`src/common/nco_phase_pkg.sv`:
```
package nco_phase_pkg;

	// ----------------------------------------------------------------
	// Bus geometry
	// ----------------------------------------------------------------
	localparam int          ADDR_W       = 12;
	localparam int          DATA_W       = 32;
	localparam int          IDX_W        = 10;
	localparam logic [1:0]  RESP_OKAY    = 2'h0;
	localparam logic [1:0]  RESP_SLVERR  = 2'h2;

	// ----------------------------------------------------------------
	// Register indices (byte address is four times the index)
	// ----------------------------------------------------------------
	localparam logic [IDX_W-1:0] IDX_CHAN1_PHASE_OFFSET_LOW  = 10'h088;
	localparam logic [IDX_W-1:0] IDX_CHAN1_PHASE_OFFSET_HIGH = 10'h089;
	localparam logic [IDX_W-1:0] IDX_CHAN2_PHASE_OFFSET_LOW  = 10'h08A;
	localparam logic [IDX_W-1:0] IDX_CHAN2_PHASE_OFFSET_HIGH = 10'h08B;
	localparam logic [IDX_W-1:0] IDX_CHAN3_PHASE_OFFSET_LOW  = 10'h08C;
	localparam logic [IDX_W-1:0] IDX_CHAN3_PHASE_OFFSET_HIGH = 10'h08D;
	localparam logic [IDX_W-1:0] IDX_CHAN4_PHASE_OFFSET_LOW  = 10'h08E;
	localparam logic [IDX_W-1:0] IDX_CHAN4_PHASE_OFFSET_HIGH = 10'h08F;
	localparam logic [IDX_W-1:0] IDX_MODE_CTRL               = 10'h070;
	localparam logic [IDX_W-1:0] IDX_PHASE_STATUS            = 10'h071;

	// ----------------------------------------------------------------
	// Fields and reset values
	// ----------------------------------------------------------------
	localparam int          CTRL_DDC_BIT     = 0;
	localparam int          CTRL_MODE_LSB    = 1;
	localparam int          CTRL_CW_BIT      = 3;
	localparam int          STAT_ACTIVE_BIT  = 0;
	localparam logic [7:0]  PHASE_BYTE_RESET = 8'h00;
	localparam logic [7:0]  CTRL_RESET       = 8'h00;
	localparam logic [3:0]  CTRL_WR_MASK     = 4'hF;

	// ----------------------------------------------------------------
	// Datapath geometry
	// ----------------------------------------------------------------
	localparam int          PHASE_W    = 16;
	localparam int          ACC_W      = 32;
	localparam int          SEQ_POS_W  = 3;
	localparam int          SLOT_COUNT = 4;
	localparam int          BYTE_COUNT = 8;
	localparam logic [2:0]  FIRST_SLOT_POS = 3'h1;
	localparam logic [2:0]  LAST_SLOT_POS  = 3'h4;

	typedef enum logic [1:0] {
		CHAN_MODE_SINGLE = 2'h0,
		CHAN_MODE_DUAL   = 2'h1,
		CHAN_MODE_OCTAL  = 2'h2,
		CHAN_MODE_RSVD   = 2'h3
	} chan_mode_t;

	typedef enum logic [1:0] {
		RD_IDLE  = 2'h0,
		RD_FETCH = 2'h1,
		RD_RESP  = 2'h3
	} rd_state_t;

endpackage

```
`src/design/nco_channel_phase_offset_regs.sv`:
```
`timescale 1ns/10ps
// Overview of operation
// - Two bytes form each 16-bit phase word
// - Phase words reset to zero, zero degrees
// - Word 0x00FF gives about 1.4 degrees
// - Word 0xFFFF gives 359.995 degrees, linear
// - Slot n drives sequence position n+1
// - Offsets only in DDC or CW-DDC modes
module nco_channel_phase_offset_regs
	import nco_phase_pkg::*;
(
	input  wire logic                 clk_in,
	input  wire logic                 srst_in,
	input  wire logic [ADDR_W-1:0]    s_axi_awaddr_in,
	input  wire logic                 s_axi_awvalid_in,
	output logic                      s_axi_awready_out,
	input  wire logic [DATA_W-1:0]    s_axi_wdata_in,
	input  wire logic [3:0]           s_axi_wstrb_in,
	input  wire logic                 s_axi_wvalid_in,
	output logic                      s_axi_wready_out,
	output logic [1:0]                s_axi_bresp_out,
	output logic                      s_axi_bvalid_out,
	input  wire logic                 s_axi_bready_in,
	input  wire logic [ADDR_W-1:0]    s_axi_araddr_in,
	input  wire logic                 s_axi_arvalid_in,
	output logic                      s_axi_arready_out,
	output logic [DATA_W-1:0]         s_axi_rdata_out,
	output logic [1:0]                s_axi_rresp_out,
	output logic                      s_axi_rvalid_out,
	output logic                      s_axi_rready_unused_out,
	input  wire logic                 s_axi_rready_in,
	input  wire logic [ACC_W-1:0]     accum_phase_in,
	input  wire logic [SEQ_POS_W-1:0] seq_position_in,
	input  wire logic                 sample_valid_in,
	output logic [PHASE_W-1:0]        mix_phase_out,
	output logic                      mix_valid_out,
	output logic                      phase_active_out
);

	// ----------------------------------------------------------------
	// State
	// ----------------------------------------------------------------
	typedef struct packed {
		logic               aw_held;
		logic [ADDR_W-1:0]  aw_addr;
		logic               w_held;
		logic [7:0]         w_byte;
		logic               w_lane0;
		logic               awready;
		logic               wready;
		logic               bvalid;
		logic [1:0]         bresp;
		rd_state_t          rd;
		logic [ADDR_W-1:0]  ar_addr;
		logic               arready;
		logic               rvalid;
		logic [DATA_W-1:0]  rdata;
		logic [1:0]         rresp;
		logic [7:0]         ctrl;
		logic [PHASE_W-1:0] mix;
		logic               mix_valid;
		logic               active;
	} state_t;

	state_t s_r;
	state_t s_nxt;

	logic                          mem_wr_en;
	logic [2:0]                    mem_wr_addr;
	logic [7:0]                    mem_wr_data;
	logic                          mem_rd_en;
	logic [2:0]                    mem_rd_addr;
	logic [7:0]                    mem_rd_data;
	logic [BYTE_COUNT*8-1:0]       phase_bytes;

	// ----------------------------------------------------------------
	// Helpers
	// ----------------------------------------------------------------
	function automatic logic aligned(input logic [ADDR_W-1:0] a);
		return a[1:0] == 2'h0;
	endfunction

	function automatic logic [IDX_W-1:0] reg_index(input logic [ADDR_W-1:0] a);
		return a[ADDR_W-1:2];
	endfunction

	function automatic logic is_phase(input logic [ADDR_W-1:0] a);
		return aligned(a) && reg_index(a) >= IDX_CHAN1_PHASE_OFFSET_LOW
			&& reg_index(a) <= IDX_CHAN4_PHASE_OFFSET_HIGH;
	endfunction

	function automatic logic [2:0] byte_slot(input logic [ADDR_W-1:0] a);
		logic [IDX_W-1:0] d;
		d = reg_index(a) - IDX_CHAN1_PHASE_OFFSET_LOW;
		return d[2:0];
	endfunction

	function automatic logic is_index(input logic [ADDR_W-1:0] a, input logic [IDX_W-1:0] idx);
		return aligned(a) && reg_index(a) == idx;
	endfunction

	// Offsets count only in CW with DDC in octal mode, or single/dual with DDC
	function automatic logic offsets_live(input logic [7:0] c);
		chan_mode_t m;
		m = chan_mode_t'(c[CTRL_MODE_LSB +: 2]);
		return c[CTRL_DDC_BIT] && ((m == CHAN_MODE_OCTAL && c[CTRL_CW_BIT])
			|| m == CHAN_MODE_SINGLE || m == CHAN_MODE_DUAL);
	endfunction

	// Low byte of slot k sits below its high byte
	function automatic logic [PHASE_W-1:0] slot_word(input logic [BYTE_COUNT*8-1:0] b, input logic [2:0] pos);
		logic [2:0] k;
		k = pos - FIRST_SLOT_POS;
		return {b[(2*k+1)*8 +: 8], b[(2*k)*8 +: 8]};
	endfunction

	// ----------------------------------------------------------------
	// Next state
	// ----------------------------------------------------------------
	always_comb begin
		logic [PHASE_W-1:0] offs;
		offs        = '0;
		s_nxt       = s_r;
		mem_wr_en   = 1'b0;
		mem_wr_addr = byte_slot(s_r.aw_addr);
		mem_wr_data = s_r.w_byte;
		mem_rd_en   = 1'b0;
		mem_rd_addr = byte_slot(s_axi_araddr_in);

		// Address and data are taken independently, in either order
		if (s_r.awready && s_axi_awvalid_in) begin
			s_nxt.aw_held = 1'b1;
			s_nxt.aw_addr = s_axi_awaddr_in;
		end
		if (s_r.wready && s_axi_wvalid_in) begin
			s_nxt.w_held  = 1'b1;
			s_nxt.w_byte  = s_axi_wdata_in[7:0];
			s_nxt.w_lane0 = s_axi_wstrb_in[0];
		end

		if (s_r.aw_held && s_r.w_held && !s_r.bvalid) begin
			s_nxt.bresp = RESP_OKAY;
			if (is_phase(s_r.aw_addr)) begin
				mem_wr_en = s_r.w_lane0;
			end else if (is_index(s_r.aw_addr, IDX_MODE_CTRL)) begin
				if (s_r.w_lane0) begin
					s_nxt.ctrl = s_r.w_byte & {4'h0, CTRL_WR_MASK};
				end
			end else if (!is_index(s_r.aw_addr, IDX_PHASE_STATUS)) begin
				s_nxt.bresp = RESP_SLVERR;
			end
			s_nxt.bvalid  = 1'b1;
			s_nxt.aw_held = 1'b0;
			s_nxt.w_held  = 1'b0;
		end else if (s_r.bvalid && s_axi_bready_in) begin
			s_nxt.bvalid = 1'b0;
		end
		s_nxt.awready = !s_nxt.aw_held && !s_nxt.bvalid;
		s_nxt.wready  = !s_nxt.w_held && !s_nxt.bvalid;

		// Reads: one cycle in the byte store, then the answer
		case (s_r.rd)
			RD_IDLE: begin
				if (s_r.arready && s_axi_arvalid_in) begin
					s_nxt.ar_addr = s_axi_araddr_in;
					mem_rd_en     = is_phase(s_axi_araddr_in);
					s_nxt.rd      = RD_FETCH;
				end
			end
			RD_FETCH: begin
				s_nxt.rresp = RESP_OKAY;
				if (is_phase(s_r.ar_addr)) begin
					s_nxt.rdata = {24'h000000, mem_rd_data};
				end else if (is_index(s_r.ar_addr, IDX_MODE_CTRL)) begin
					s_nxt.rdata = {24'h000000, s_r.ctrl};
				end else if (is_index(s_r.ar_addr, IDX_PHASE_STATUS)) begin
					s_nxt.rdata = '0;
					s_nxt.rdata[STAT_ACTIVE_BIT] = s_r.active;
				end else begin
					s_nxt.rdata = '0;
					s_nxt.rresp = RESP_SLVERR;
				end
				s_nxt.rvalid = 1'b1;
				s_nxt.rd     = RD_RESP;
			end
			RD_RESP: begin
				if (s_axi_rready_in) begin
					s_nxt.rvalid = 1'b0;
					s_nxt.rd     = RD_IDLE;
				end
			end
			default: begin
				s_nxt.rvalid = 1'b0;
				s_nxt.rd     = RD_IDLE;
			end
		endcase
		s_nxt.arready = s_nxt.rd == RD_IDLE;

		// ------------------------------------------------------------
		// Mixing phase
		// ------------------------------------------------------------
		s_nxt.active = offsets_live(s_r.ctrl);
		if (s_r.active && seq_position_in >= FIRST_SLOT_POS && seq_position_in <= LAST_SLOT_POS) begin
			offs = slot_word(phase_bytes, seq_position_in);
		end
		// Full 16-bit circle equals 360 degrees, so the scale is linear:
		// 0x0000 is 0, 0x00FF about 1.4 and 0xFFFF 359.995 degrees
		s_nxt.mix       = accum_phase_in[ACC_W-1 -: PHASE_W] + offs;
		s_nxt.mix_valid = sample_valid_in;
	end

	always_ff @(posedge clk_in) begin
		if (srst_in) begin
			s_r      <= '0;
			s_r.ctrl <= CTRL_RESET;
			s_r.rd   <= RD_IDLE;
		end else begin
			s_r <= s_nxt;
		end
	end

	// ----------------------------------------------------------------
	// Phase byte storage
	// ----------------------------------------------------------------
	phase_byte_store #(
		.DEPTH (BYTE_COUNT),
		.W     (8)
	) u_store (
		.clk_in      (clk_in),
		.srst_in     (srst_in),
		.wr_en_in    (mem_wr_en),
		.wr_addr_in  (mem_wr_addr),
		.wr_data_in  (mem_wr_data),
		.rd_en_in    (mem_rd_en),
		.rd_addr_in  (mem_rd_addr),
		.rd_data_out (mem_rd_data),
		.bytes_out   (phase_bytes)
	);

	// ----------------------------------------------------------------
	// Outputs
	// ----------------------------------------------------------------
	assign s_axi_awready_out       = s_r.awready;
	assign s_axi_wready_out        = s_r.wready;
	assign s_axi_bresp_out         = s_r.bresp;
	assign s_axi_bvalid_out        = s_r.bvalid;
	assign s_axi_arready_out       = s_r.arready;
	assign s_axi_rdata_out         = s_r.rdata;
	assign s_axi_rresp_out         = s_r.rresp;
	assign s_axi_rvalid_out        = s_r.rvalid;
	assign s_axi_rready_unused_out = s_r.mix_valid & 1'b0;
	assign mix_phase_out           = s_r.mix;
	assign mix_valid_out           = s_r.mix_valid;
	assign phase_active_out        = s_r.active;

endmodule // nco_channel_phase_offset_regs

```
`src/design/phase_byte_store.sv`:
```
`timescale 1ns/10ps
module phase_byte_store
	import nco_phase_pkg::*;
#(
	parameter int DEPTH = 8,
	parameter int W     = 8
) (
	input  wire logic                         clk_in,
	input  wire logic                         srst_in,
	input  wire logic                         wr_en_in,
	input  wire logic [$clog2(DEPTH)-1:0]     wr_addr_in,
	input  wire logic [W-1:0]                 wr_data_in,
	input  wire logic                         rd_en_in,
	input  wire logic [$clog2(DEPTH)-1:0]     rd_addr_in,
	output logic      [W-1:0]                 rd_data_out,
	output logic      [DEPTH*W-1:0]           bytes_out
);

	typedef struct packed {
		logic [DEPTH-1:0][W-1:0] mem;
		logic [W-1:0]            rd;
	} store_t;

	store_t s_r;
	store_t s_nxt;

	always_comb begin
		s_nxt = s_r;
		if (wr_en_in) begin
			s_nxt.mem[wr_addr_in] = wr_data_in;
		end
		if (rd_en_in) begin
			s_nxt.rd = s_r.mem[rd_addr_in];
		end
	end

	always_ff @(posedge clk_in) begin
		if (srst_in) begin
			s_r <= '0;
		end else begin
			s_r <= s_nxt;
		end
	end

	assign rd_data_out = s_r.rd;
	assign bytes_out   = s_r.mem;

endmodule // phase_byte_store

```
`config.mk`:
```
export PLATFORM = sky130hd
export DESIGN_NAME = nco_channel_phase_offset_regs
export DESIGN_NICKNAME = d
export VERILOG_FILES = /design/src/common/nco_phase_pkg.sv /design/src/design/nco_channel_phase_offset_regs.sv /design/src/design/phase_byte_store.sv
export SDC_FILE = /design/constraint.sdc
export NUM_CORES = 1
export LEC_CHECK = 0
export ABC_CLOCK_PERIOD_IN_PS = 5700
export BUFFER_PORTS_ARGS = -buffer_cell sky130_fd_sc_hd__buf_2
export CAP_MARGIN = 10
export CORE_MARGIN = 1
export CORE_UTILIZATION = 56
export CTS_BUF_LIST = sky130_fd_sc_hd__clkbuf_4 sky130_fd_sc_hd__clkbuf_8
export DETAILED_ROUTE_END_ITERATION = 16
export GPL_TIMING_DRIVEN = 1
export PLACE_DENSITY_LB_ADDON = 0.2
export SLEW_MARGIN = 40
export SYNTH_ARGS = -nofsm -noshare
export SYNTH_HDL_FRONTEND = slang
export SYNTH_SLANG_ARGS = --single-unit
```
`constraint.sdc`:
```
create_clock -name clk_in -period 5.7 [get_ports clk_in]
set_clock_uncertainty 0.15 [all_clocks]
set_input_delay 0.57 -clock clk_in [delete_from_list [all_inputs] [get_ports clk_in]]
set_output_delay 0.57 -clock clk_in [all_outputs]
set_load 0.02 [all_outputs]
```
# After elaboration in Yosys (flattened, before gate mapping)
# Cells that the tools add are included.
[word_totals]
reg_bits = 172
word_cells = 125
output_inout_bits = 60
input_bits = 103
[op_classes]
n_eq_ne = 9
add_sub_neg = 5
magnitude_cmp = 11
bitwise_logic = 2
reduce_logical = 38
muxes = 30
shift = 2
[ops]
columns = ["operator", "count"]
rows = [
  ["$bwmux W64", 1],
  ["$shiftx A64 B8 Y8", 1],
  ["$shiftx A64 B9 Y8", 1],
  ["$eq A10 B7 Y1 const B", 4],
  ["$mux W32", 1],
  ["$ge A10 B8 Y1 const B", 3],
  ["$le A10 B8 Y1 const B", 3],
  ["$bmux W8 S3", 1],
  ["$demux W8 S3", 1],
  ["$logic_and A1 B1 Y1", 23],
  ["$add A16 B16 Y16", 1],
  ["$mux W16", 1],
  ["$mux W8", 2],
  ["$mux W14", 1],
  ["$mux W2", 7],
  ["$mux W13", 1],
  ["$logic_not A2 Y1", 6],
  ["$mux W1", 10],
  ["$mux W10", 1],
  ["$sub A3 B1 Y3 const B", 3],
  ["$lt A3 B4 Y1 const B", 2],
  ["$ge A3 B1 Y1 const B", 2],
  ["$pmux W2 S3", 1],
  ["$add A4 B1 Y5 const B", 1],
  ["11 further kinds", 19],
]

# Logic depth before layout (Yosys ltp)
[logic_depth]
ltp_word = 6
ltp_mapped = 20
ltp_nobuf = 16

# By module
# Synthesis repeated with hierarchy kept, for this count alone.
[unflattened]
hier_cells = 898
hier_area_um2 = 7516.0
[modules_own_cells]
columns = ["mod", "area_each_um2", "seq_area_each_um2", "n_inst", "cells_each"]
rows = [
  ["nco_channel_phase_offset_regs", 4386.7, 1481.4, 1, 525],
  ["phase_byte_store", 3129.3, 1441.4, 1, 373],
]

# Worst setup path after synthesis
# OpenSTA, ideal clock, no wires.
[synth_path]
path_kind = "input to register"
startpoint = "in seq_position_in[0]"
endpoint = "reg s_r, in the netlist mix_phase_out[11]"
t_required_ps = 5429
path_buffers = 4
arrival_ps = 4113
cell_stages = 14
setup_time_ps = 121
setup_slack_ps = 1316
path_cell_list = "buf_2 > buf_2 > inv_1 > ha_1 > buf_2 > buf_1 > mux4_2 > nor2b_1 > ha_1 > a2111o_1 > o21ai_0 > o21ai_0 > a31oi_1 > mux2_2"
[synth_via]
elab_chain_len = 5
elab_cells_between_ends = 10
cone_classes = "add/sub (3); order compare (2); shift (2); mux (1); reduce/logical (2)"
[synth_lines]
columns = ["item", "line", "rtl"]
rows = [
  ["from (decl)", "nco_channel_phase_offset_regs.sv:33", "input wire logic [SEQ_POS_W-1:0] seq_position_in,"],
  ["$sub A3 B1 Y3 or $ge A3 B1 Y1 (tied branches)", "nco_channel_phase_offset_regs.sv:113, nco_channel_phase_offset_regs.sv:203", ""],
  ["$add A4 B1 Y5 or $logic_and A1 B1 Y1 (tied branches)", "nco_channel_phase_offset_regs.sv:114, nco_channel_phase_offset_regs.sv:203", ""],
  ["$shiftx A64 B9 Y8 or $logic_and A1 B1 Y1 (tied branches)", "nco_channel_phase_offset_regs.sv:114, nco_channel_phase_offset_regs.sv:203", ""],
  ["$mux W16 (*)", "nco_channel_phase_offset_regs.sv:203", "if (s_r.active && seq_position_in >= FIRST_SLOT_POS && seq_position_in <= LAST_SLOT_POS) begin"],
  ["$add A16 B16 Y16 (*)", "nco_channel_phase_offset_regs.sv:208", "s_nxt.mix = accum_phase_in[ACC_W-1 -: PHASE_W] + offs;"],
  ["to (signal assigned)", "nco_channel_phase_offset_regs.sv:218", "s_r <= s_nxt;"],
  ["to (decl)", "nco_channel_phase_offset_regs.sv:65", "state_t s_r;"],
]
# Every way passes the cells marked *; elsewhere a longest branch is shown, timed or not.
# A chain may end at the register's enable or synchronous reset.

# Worst setup path after layout
[layout_path]
startpoint = "in seq_position_in[1]"
endpoint = "reg s_r, in the netlist mix_phase_out[12]"
# The elaborated chain is that of the path after synthesis.

==> reports/metrics.yaml <==
pin_count: 163
synth-simple-area-share_pct: 19.0
firstDrtPassIters: 5
globalplace.congestion: 0.867
initial_core_util_pct: 57.8
rr_worst_depth: 12
r2r-end: "mix_phase_out[12]$_SDFF_PP0_"
io_buffers: 92
std_cell_rows: 41
wire_per_inst_um: 16.9
muxShareOfSynthArea_pct: 20.7
die_h_um: 117
max_slew_margin_pct: 50.0
cts_setup_buffers: 0
holdBufCountCts: 0
stdcell_count: 1022
crit_fanout: 16
grt_first_pass_wirelength_um: 27300
synth-adder-area-share_pct: 3.33
core_um2: 12700
initialDrtViolationCount: 536
rsz0062_at_grt: "no"
drive_gt1_share_pct: 21.2
synth_cell_types: 54
critPathLaunch: "seq_position_in[1]"
end_kind: "register"
ys_warn_count: 0
avgSynthCellArea_um2: 9.22
ys_async_sr_fraction_pct: 0
dp_cells: 990
fin_util_pct: 63.4
synth_common_cells: "146 x dfxtp_1, 108 x nor2_1, 106 x nand2_1"
seq_area_frac_synth_pct: 39.7
synth-compound-area-share_pct: 8.06
multi_input_area_um2: 3910
crit_end: "mix_phase_out[12]$_SDFF_PP0_"
ctsResizeCount: 0
reg2reg_from: "phase_active_out$_SDFF_PP0_"
fillers: 1048
syn_to_final_growth_pct: 9.61
min_from: "sample_valid_in"
synth_cells: 798
critPathLaunchType: "input port"
die_area_um2: 13600
diodes: 0
clock-root-buffer: "clkbuf_8"
synthXorXnorAreaFrac_pct: 0.595
die_x_um: 117
max_cap_viol_count: 0
fin_crit_sh_pct: 67.6
cp.required_ns: 5.89
fin_setup_tns_ns: 0
hold_class: "in2reg"
routed_wl_um: 17300
max_freq_mhz: 259
grt_pass1_vias: 5431
timing.final.ws_setup_ns: 1.84
viasPerCell: 5.62
numClockSinks: 146
worst_slew_pin_slew_ns: 0.747
final-seq-area_um2: 2920
setup_viol: 0
yosysMostFrequentCell: "dfxtp_1"
ys_top_cells_by_area: "dfxtp_1 40%, mux2i_1 9.8%, mux4_2 9.2%"
gr-total-overflow: 0
p_leak_uw: 0.00350
clk_pin_slew_ns: 0.08
drv_slew: 0
r2r_slack_ns: 2.20
place_ws_ns: 1.39
status: "finished clean"
syn_area_um2: 7360
cts_tree: "built"
antenna_found_initial: 0
synth_top_area_share_pct: 39.7
ir_drop_v: 0.000173
hold_viol: 0
synth_area_leader_cell: "dfxtp_1"
ant_nets: 0
insertion_delay_ns: 0.45
cp.arrival_ns: 4.05
power_uw: 2250
cts_buffer_depth: 2
synth_flop_cell: "dfxtp_1"
grt_use_total_pct: 26.7
drc: 0
critPathKind: "in2reg"
cts_buffers: 17
place_hpwl_um: 12000
nets: 959
synth-seq-cells: 146
power_density_nw_per_um2: 279
synth_edf_count: 0
grt_max_degree: 81
vias: 5746
fin_crit_ns: 3.86
h-tree-depth: 4
synth_top_family_by_area: "multiplexers"
where the power goes:
group          switching, uW  leakage (uW)  internal (uW)  total [uW]
logic                    126       0.00207           67.6         193
clock network            386      0.000250            608         994
registers               21.4       0.00119           1050        1070
total                    533       0.00350           1720        2250
worst max-delay path, cell delays in order:
cell      delay [ns]
buf_2           0.11
inv_1           0.07
ha_1            0.14
inv_1           0.04
ha_1            0.26
nand3b_1        0.11
or2_2           0.45
nor2b_1         0.21
ha_1            0.23
inv_1           0.07
fa_1            0.39
nor2b_1         0.19
o31a_1          0.21
o21ai_0         0.13
a211oi_1        0.40
o21ai_0         0.18
mux2_2          0.29
layout make-up:
class                      instances  share of cell area [%]
sequential                       146                    36.2
inverter                          11                   0.512
timing repair buffer              95                    6.06
clock buffer                      22                    3.60
clock inverter                    10                    2.51
multi-input combinational        566                    48.4
tap                              172                    2.67
cell usage in the layout, fill, tap and decap left out, types with 3 or more instances in the layout:
| cell | instances |
|---|---|
| a21o_1 | 4 |
| a221oi_1 | 3 |
| buf_4 | 3 |
| ha_1 | 18 |
| nor3_1 | 14 |
| nor2_1 | 107 |
| nand4_1 | 4 |
| nand3b_1 | 5 |
| dfxtp_1 | 146 |
| mux2i_1 | 72 |
| conb_1 | 27 |
| nand3_1 | 6 |
| clkbuf_8 | 20 |
| nand2b_1 | 3 |
| a211oi_1 | 8 |
| buf_2 | 91 |
| nand2_1 | 106 |
| nor3_4 | 3 |
| clkinv_2 | 3 |
| o21ai_0 | 15 |
| inv_1 | 11 |
| nor2b_1 | 25 |
| mux2_2 | 11 |
| mux4_2 | 30 |
| nor4_1 | 6 |
| bufinv_16 | 6 |
| xor2_1 | 4 |
| o21a_1 | 4 |
| a21oi_1 | 59 |
registers in the layout, summed over array words and instances (netlist names):
register / count
mem_wr_data: 8
mix_phase_out: 16
mix_valid_out: 1
phase_active_out: 1
s_axi_arready_out: 1
s_axi_awready_out: 1
s_axi_bresp_out: 1
s_axi_bvalid_out: 1
s_axi_rdata_out: 8
s_axi_rresp_out: 1
s_axi_rvalid_out: 1
s_axi_wready_out: 1
s_r: 33
u_store.bytes_out: 64
u_store.rd_data_out: 8
metal layers:
layer | GRT usage, % | up-vias | share of wire [%]
met1 | 34.4 | 2769 | 44
met2 | 44.5 | 198 | 49
met3 | 5.35 | 17 | 5.4
met5 | 0 | - | 0
met4 | 9.62 | 0 | 1.2
li1 | - | 2762 | -
logic make-up after synthesis:
kind of cell               Yosys count
AOI/OAI and AO/OA                  102
xor gates and xnor gates             5
adders and majority gates           19
buffers and inverters              112
DFF                                146
muxes                              113
other                                1
and+or+nand+nor                    300
how the worst min path moves through the flow:
| stage | depth (start not counted) | endpoint |
|---|---|---|
| finish | 2 | mix_valid_out$_SDFF_PP0_ |
| CTS | 2 | mix_valid_out$_SDFF_PP0_ |
| global placement | 2 | s_axi_rdata_out[5]$_SDFFE_PP0P_ |
| detailed placement | 1 | s_axi_wready_out$_SDFF_PP0_ |
| floorplan | 1 | s_axi_awready_out$_SDFF_PP0_ |
| global route | 2 | mix_valid_out$_SDFF_PP0_ |
metrics by stage:
| stage | hold WS [ns] | area [um2] |
|---|---|---|
| 2_1_floorplan | 0.267 | 7460 |
| 3_3_place_gp | 0.292 | 7570 |
| 3_5_place_dp | 0.295 | 7570 |
| 4_1_cts | 0.155 | 8060 |
| 5_1_grt | 0.175 | 8070 |
| 6_report | 0.172 | 8070 |
Power figures use the tool's default switching activity.
